File: config.mk
export PLATFORM = sky130hd
export DESIGN_NAME = clk_cfg
export DESIGN_NICKNAME = d
export VERILOG_FILES = /design/src/hdl/clk_cfg_pkg.sv /design/src/hdl/pwm_prediv.sv /design/src/hdl/clk_cfg.sv
export VERILOG_INCLUDE_DIRS = /design/src /design/src/hdl
export SDC_FILE = /design/constraint.sdc
export NUM_CORES = 1
export LEC_CHECK = 0
export BUFFER_PORTS_ARGS = -buffer_cell sky130_fd_sc_hd__clkbuf_2
export CORE_UTILIZATION = 25
export CTS_CLUSTER_DIAMETER = 120
export DETAILED_ROUTE_END_ITERATION = 12
export PLACE_DENSITY = 0.51
export SLEW_MARGIN = 20
export SYNTH_ARGS = -nofsm -noshare
export SYNTH_HDL_FRONTEND = slang
export SYNTH_HIERARCHICAL = 1
export SYNTH_SLANG_ARGS = --single-unit
File: constraint.sdc
create_clock -name mclk -period 6.8 [get_ports mclk]
set_input_delay 1.36 -clock mclk [delete_from_list [all_inputs] [get_ports mclk]]
set_output_delay 1.36 -clock mclk [all_outputs]
set_load 0.02 [all_outputs]
File: src/hdl/clk_cfg_cfg.svh
/*
 Holds offsets, field positions, reset values and timing counts of the
 run-mode clock configuration block. Assumes inclusion by bare name.
*/
`ifndef CLK_CFG_CFG_SVH
`define CLK_CFG_CFG_SVH
`define OFF_RUN_MODE_CLOCK_CONFIG 8'h60
`define OFF_PLL_TRANSLATION 8'h64
`define OFF_PLL_STATUS 8'h68
`define BIT_PLL_VERIFY_IRQ 0
`define BIT_PLL_LOCKED 1
`define RCC_RESET 32'h078E3AC0
`define RCC_WRITE_MASK 32'h07DE3FFF
`define POS_SYSDIV 23
`define POS_DIV_EN 20
`define POS_PWM_DIV 17
`define POS_PLL_POWER_DOWN 13
`define POS_OEN 12
`define POS_BYPASS 11
`define POS_VERIFY 10
`define POS_CRYSTAL_FREQUENCY_CODE 6
`define VERIFY_TIMEOUT_NS 2000
`define VERIFY_TIMEOUT_CYC ((`VERIFY_TIMEOUT_NS + 7) / 8)
`endif

File: src/hdl/clk_cfg_pkg.sv
/*
 Holds the types of the clock configuration block.
 Assumes nothing beyond a SystemVerilog compiler.
*/
package clk_cfg_pkg;
    typedef struct packed {
        logic [7:0] addr;
        logic [31:0] wdata;
        logic wr;
        logic rd;
    } reg_req_s;
    typedef struct packed {
        logic pwm_clk_en;
        logic pwm_clk_div;
        logic pll_power_down;
        logic pll_output_enable_n;
        logic bypass;
        logic [3:0] sys_divisor;
    } clk_ctl_s;
    typedef enum logic [1:0] {VERIFY_IDLE, VERIFY_WATCH, VERIFY_FAIL} verify_e;
endpackage

File: src/hdl/pwm_prediv.sv
/*
 Power-of-two predivider for the pwm timing reference.
 Assumes divisor code changes are rare; counter restarts on code change.
*/
`timescale 1ns/100ps
`default_nettype none
module pwm_prediv
    import clk_cfg_pkg::*;
(
    input wire logic mclk,
    input wire logic resetn,
    input wire logic [2:0] pwm_clock_divisor,
    output logic tick,
    output logic div_clk
);
    typedef struct packed {
        logic [5:0] cnt;
        logic [2:0] code;
        logic tick;
        logic dclk;
    } st_s;
    st_s st_reg, st_next;
    logic [5:0] last;
    // codes above four all saturate at divide by 64
    always_comb begin
        unique case (pwm_clock_divisor)
            3'h0: last = 6'h01;
            3'h1: last = 6'h03;
            3'h2: last = 6'h07;
            3'h3: last = 6'h0F;
            3'h4: last = 6'h1F;
            default: last = 6'h3F;
        endcase
    end
    always_comb begin
        st_next = st_reg;
        st_next.code = pwm_clock_divisor;
        if (st_reg.code != pwm_clock_divisor || st_reg.cnt == last)
            st_next.cnt = 6'h00;
        else
            st_next.cnt = st_reg.cnt + 6'h01;
        // high in the first half, rising on the system clock edge
        st_next.tick = (st_next.cnt == 6'h00);
        st_next.dclk = (st_next.cnt <= (last >> 1));
    end
    always_ff @(posedge mclk) begin
        if (!resetn)
            st_reg <= '{cnt: 6'h00, code: 3'h7, tick: 1'b0, dclk: 1'b0};
        else
            st_reg <= st_next;
    end
    assign tick = st_reg.tick;
    assign div_clk = st_reg.dclk;
endmodule // pwm_prediv
`default_nettype wire

File: src/hdl/clk_cfg.sv
/*
 Run-mode clock configuration register with pll controls, bypass select,
 pll verification timer and crystal to pll translation.
 Assumes a pll that reports a heartbeat from its own clock domain.
*/
`timescale 1ns/100ps
`default_nettype none
`include "clk_cfg_cfg.svh"
module clk_cfg
    import clk_cfg_pkg::*;
#(
    parameter int VERIFY_CYC = `VERIFY_TIMEOUT_CYC
) (
    input wire logic mclk,
    input wire logic resetn,
    input wire reg_req_s req,
    input wire logic pll_alive,
    output logic [31:0] rdata,
    output clk_ctl_s ctl,
    output logic pwm_clk_out,
    output logic pll_verify_irq
);
    initial begin
        if (VERIFY_CYC < 1 || VERIFY_CYC > 65535)
            $error("VERIFY_CYC out of range");
    end
    typedef struct packed {
        logic [31:0] run_mode_clock_config;
        logic [31:0] rdata;
        logic [3:0] crystal_frequency_code_seen;
        logic [15:0] translation;
        logic [2:0] alive_sync;
        logic alive_level;
        logic [15:0] timer;
        verify_e vstate;
        logic irq;
        clk_ctl_s ctl;
        logic pwm_out;
    } st_s;
    st_s st_reg, st_next;
    logic pwm_tick, pwm_div_clk;
    logic [3:0] crystal_frequency_code;
    logic [15:0] xlate;
    assign crystal_frequency_code = st_reg.run_mode_clock_config[`POS_CRYSTAL_FREQUENCY_CODE +: 4];
    pwm_prediv u_prediv (
        .mclk(mclk),
        .resetn(resetn),
        .pwm_clock_divisor(st_reg.run_mode_clock_config[`POS_PWM_DIV +: 3]),
        .tick(pwm_tick),
        .div_clk(pwm_div_clk)
    );
    // translation table: {f[13:0] low, r in upper bits}, values neutral
    always_comb begin
        xlate = {4'h0, 4'h0, crystal_frequency_code, 4'h0} + 16'h0100;
    end
    always_comb begin
        st_next = st_reg;
        st_next.rdata = 32'h00000000;
        if (req.wr && req.addr == `OFF_RUN_MODE_CLOCK_CONFIG)
            st_next.run_mode_clock_config = (req.wdata & `RCC_WRITE_MASK);
        if (req.wr && req.addr == `OFF_PLL_STATUS &&
            req.wdata[`BIT_PLL_VERIFY_IRQ])
            st_next.irq = 1'b0;
        if (req.rd) begin
            unique case (req.addr)
                `OFF_RUN_MODE_CLOCK_CONFIG: st_next.rdata = st_reg.run_mode_clock_config;
                `OFF_PLL_TRANSLATION:
                    st_next.rdata = {16'h0000, st_reg.translation};
                `OFF_PLL_STATUS:
                    st_next.rdata = {30'h0, st_reg.alive_level, st_reg.irq};
                default: st_next.rdata = 32'h00000000;
            endcase
        end
        st_next.crystal_frequency_code_seen = crystal_frequency_code;
        if (st_reg.crystal_frequency_code_seen != crystal_frequency_code)
            st_next.translation = xlate;
        // three stages; change taken once the last two agree
        st_next.alive_sync = {st_reg.alive_sync[1:0], pll_alive};
        if (st_reg.alive_sync[2] == st_reg.alive_sync[1])
            st_next.alive_level = st_reg.alive_sync[2];
        // verification timer: heartbeat toggles must keep arriving
        unique case (st_reg.vstate)
            VERIFY_IDLE: begin
                st_next.timer = 16'h0000;
                if (st_reg.run_mode_clock_config[`POS_VERIFY] && !st_reg.run_mode_clock_config[`POS_PLL_POWER_DOWN])
                    st_next.vstate = VERIFY_WATCH;
            end
            VERIFY_WATCH: begin
                if (!st_reg.run_mode_clock_config[`POS_VERIFY] || st_reg.run_mode_clock_config[`POS_PLL_POWER_DOWN])
                    st_next.vstate = VERIFY_IDLE;
                else if (st_reg.alive_level != st_next.alive_level)
                    st_next.timer = 16'h0000;
                else if (st_reg.timer == 16'(VERIFY_CYC - 1))
                    st_next.vstate = VERIFY_FAIL;
                else
                    st_next.timer = st_reg.timer + 16'h0001;
            end
            VERIFY_FAIL: begin
                st_next.irq = 1'b1;
                st_next.vstate = VERIFY_IDLE;
            end
        endcase
        if (!st_reg.run_mode_clock_config[`POS_VERIFY] && st_reg.vstate != VERIFY_FAIL)
            st_next.vstate = VERIFY_IDLE;
        st_next.ctl.pll_power_down = st_reg.run_mode_clock_config[`POS_PLL_POWER_DOWN];
        st_next.ctl.pll_output_enable_n = st_reg.run_mode_clock_config[`POS_OEN];
        st_next.ctl.bypass = st_reg.run_mode_clock_config[`POS_BYPASS];
        st_next.ctl.sys_divisor = st_reg.run_mode_clock_config[`POS_SYSDIV +: 4];
        st_next.ctl.pwm_clk_en = st_reg.run_mode_clock_config[`POS_DIV_EN];
        st_next.ctl.pwm_clk_div = pwm_tick;
        // without the enable the pwm clock output is held low
        st_next.pwm_out = st_reg.run_mode_clock_config[`POS_DIV_EN] ? pwm_div_clk : 1'b0;
    end
    always_ff @(posedge mclk) begin
        if (!resetn) begin
            st_reg <= '0;
            st_reg.run_mode_clock_config <= `RCC_RESET;
            st_reg.crystal_frequency_code_seen <= 4'hB;
            st_reg.vstate <= VERIFY_IDLE;
            st_reg.ctl.pll_power_down <= 1'b1;
            st_reg.ctl.pll_output_enable_n <= 1'b1;
            st_reg.ctl.bypass <= 1'b1;
            st_reg.ctl.sys_divisor <= 4'hF;
        end else begin
            st_reg <= st_next;
        end
    end
    assign rdata = st_reg.rdata;
    assign ctl = st_reg.ctl;
    assign pwm_clk_out = st_reg.pwm_out;
    assign pll_verify_irq = st_reg.irq;
endmodule // clk_cfg
`default_nettype wire

==> results.sh <==
export IMPL_crit_type="in2reg"
export IMPL_slew_headroom=0.3241
export IMPL_arrival_ps=3490
export IMPL_cts_setup_buffers=0
export IMPL_synth_edf_count=0
export IMPL_initial_utilization=0.2556
export IMPL_cp_start_kind="input port"
export IMPL_fillers=1831
export IMPL_required_ps=7030
export IMPL_drtIter0Drc=182
export IMPL_status="finished clean"
export IMPL_period_share=0.4801
export IMPL_maxSlewViolCount=0
export IMPL_hold_viol=0
export IMPL_synth_cell_types=57
export IMPL_synth_compound_area_frac=0.09397
export IMPL_synth_xor_area_frac=0.02179
export IMPL_synthAdderAreaFrac=0.03114
export IMPL_ys_ff_latch=99
export IMPL_antennaDiodeCount=0
export IMPL_crit_path_end_kind="flop"
export IMPL_layout_min_cycle_time_ps=3265
export IMPL_finalClockSkew_ps=7.428
export IMPL_largest_register_ff_count=40
export IMPL_ioPinCount=88
export IMPL_clk_pin_slew_worst_paths_ps=70
export IMPL_fin_cells=744
export IMPL_cts_root_buf="clkbuf_16"
export IMPL_hpwl_mm=6.445
export IMPL_avgSynthCellArea_um2=9.003
export IMPL_grt_pass1_wl_mm=15.03
export IMPL_via_per_inst=4.469
export IMPL_drc=0
export IMPL_crit_fanout=50
export IMPL_p_leak_nw=2.097
export IMPL_max_cap_violations=0
export IMPL_cts_sinks=99
export IMPL_grt_max_degree=51
export IMPL_worstMarginPinSlew_ps=1014
export IMPL_dp_cells=728
export IMPL_cts_path_max_buffers=2
export IMPL_numCtsBuffers=9
export IMPL_clock_latency_ps=340
export IMPL_setup_ws_ps=3535
export IMPL_hold_path_class="reg2reg"
export IMPL_htree_num_levels=3
export IMPL_dp_slack_ps=2999
export IMPL_synthArstFlopShare=0
export IMPL_power_w=0.001182
export IMPL_rsz0062_at_grt="no"
export IMPL_powerDensity_mw_per_mm2=237.2
export IMPL_post_cts_resized=0
export IMPL_final_nets=570
export IMPL_seq_area_frac_synth=0.4483
export IMPL_setup_tns_ps=0
export IMPL_wire_per_inst_um=12.19
export IMPL_synth_top_family_by_area="simple AND/OR/NAND/NOR gates"
export IMPL_drive_gt1_frac=0.2042
export IMPL_ant_nets=0
export IMPL_peakVddDrop_uv=122.5
export IMPL_cts_hold_fix_buffers=0
export IMPL_synth_area_mm2=0.004420
export IMPL_synth_top_flop_cell="dfxtp_1"
export IMPL_finalSetupViolCount=0
export IMPL_yosys_area_share_simple=0.2655
export IMPL_die_y_um=135.0
export IMPL_fmax_mhz=306.3
export IMPL_die_x_um=135.0
export IMPL_tritoncts="done"
export IMPL_synthCells=491
export IMPL_overflow=0
export IMPL_vias=3325
export IMPL_gp_congestion=0.7846
export IMPL_grtUsageTotal=0.1040
export IMPL_grt_pass1_vias=3143
export IMPL_coreArea_mm2=0.01730
export IMPL_hold_ws_ps=435.1
export IMPL_drt_wl_total_mm=9.071
export IMPL_fp_row_count=48
export IMPL_port_buffers=69
export IMPL_grt_antenna_before_repair=0
export IMPL_fp_dieArea_mm2=0.01822
export IMPL_first_pass_iters=4
export IMPL_area_growth_syn_to_layout_pct=12.77
export IMPL_synthMuxAreaShare=0.02944
export IMPL_ys_warn_count=6
per-stage QoR:
step	instance area [um^2]	util
3_5_place_dp	4653	0.2690
4_1_cts	4979	0.2878
3_3_place_gp	4653	0.2690
6_report	4985	0.2882
5_1_grt	4985	0.2882
2_1_floorplan	4451	-
synth_stat cells (2+ instances only):
| library cell | n | share of area |
|---|---|---|
| nor4_2 | 4 | 0.011 |
| o41ai_1 | 2 | 0.0040 |
| nand2_1 | 44 | 0.037 |
| ha_1 | 11 | 0.031 |
| nor2_2 | 8 | 0.011 |
| xor2_1 | 7 | 0.014 |
| nor2_1 | 33 | 0.028 |
| xnor2_1 | 4 | 0.0079 |
| nor3b_1 | 2 | 0.0034 |
| mux2i_1 | 13 | 0.029 |
| clkbuf_1 | 13 | 0.011 |
| a41oi_1 | 2 | 0.0040 |
| a21oi_1 | 7 | 0.0079 |
| buf_6 | 4 | 0.010 |
| nand3b_1 | 2 | 0.0034 |
| o21ai_0 | 27 | 0.031 |
| nand4_1 | 11 | 0.016 |
| and3_1 | 4 | 0.0057 |
| nand3_1 | 35 | 0.040 |
| a21boi_0 | 2 | 0.0034 |
| nor4b_2 | 2 | 0.0068 |
| buf_2 | 6 | 0.0068 |
| o211ai_1 | 2 | 0.0034 |
| dfxtp_1 | 99 | 0.45 |
| nor2b_1 | 6 | 0.0085 |
| or3_1 | 3 | 0.0042 |
| and4_1 | 3 | 0.0059 |
| o21ai_1 | 7 | 0.0079 |
| inv_1 | 9 | 0.0076 |
| buf_4 | 42 | 0.071 |
| o31ai_1 | 6 | 0.010 |
| nand2b_1 | 15 | 0.021 |
| nor3b_2 | 2 | 0.0057 |
| nor3_1 | 6 | 0.0068 |
| and2_1 | 23 | 0.033 |
| a31oi_1 | 4 | 0.0057 |
layout make-up:
type                       instances  area (um^2)  area share
multi-input combinational        324         2002      0.4016
sequential                        99         1982      0.3976
timing repair buffer              71        360.3     0.07229
tap                              225        281.5     0.05648
clock buffer                      10        229.0     0.04593
clock inverter                     6        96.34     0.01933
inverter                           9        33.78    0.006777
cell usage in the layout (no fill, tap or decap), types with 6 or more instances in the layout:
master	instances
a21oi_1	7
and2_1	23
clkbuf_16	9
clkbuf_2	69
conb_1	9
dfxtp_1	99
ha_1	11
inv_1	9
mux2i_1	13
nand2_1	44
nand2b_1	15
nand3_1	35
nand4_1	11
nor2_1	33
nor2_2	8
nor2b_1	6
nor3_1	6
o21ai_0	27
o21ai_1	7
o31ai_1	6
xor2_1	7
metal layers:
metal  up-vias  global-route usage  part of all wire
met1      1564              0.1312              0.49
met5         -                   0                 0
li1       1674                   -                 -
met3         6             0.01426             0.038
met2        81              0.1727              0.47
met4         0             0.05306            0.0082
kinds of logic (layout without fill, tap and decap cells):
logic type                 count (synthesis)  count (layout)
and+or+nand+nor                          212             212
xor gates and xnor gates                  11              11
muxes                                     13              13
DFF                                       99              99
adders and majority gates                 11              11
other                                      1               9
buffers and inverters                     76              96
AOI/OAI and AO/OA                         68              68
power breakdown:
part           switching, W  internal [W]  leakage, nW
Sequential       0.00000384      0.000583        0.800
Combinational     0.0000266     0.0000185         1.14
Clock              0.000222      0.000328        0.156
worst paths after layout:
kind,from,end,slack (ps),depth (start not counted)
worst min-delay path,st_next[31],st_next[32],440,1
worst max register to register,st_reg[102],u_prediv/div_clk,4080,10
worst max-delay path,resetn,st_reg[28],3540,6
worst min register to register,st_next[31],st_next[32],440,1
worst max-delay path: stages:
cell and delay, ps:
clkbuf_2 380, buf_4 500, nand4_1 620, a41oi_1 370, o21ai_0 130, o41ai_1 100
Power figures use the tool's default switching activity.
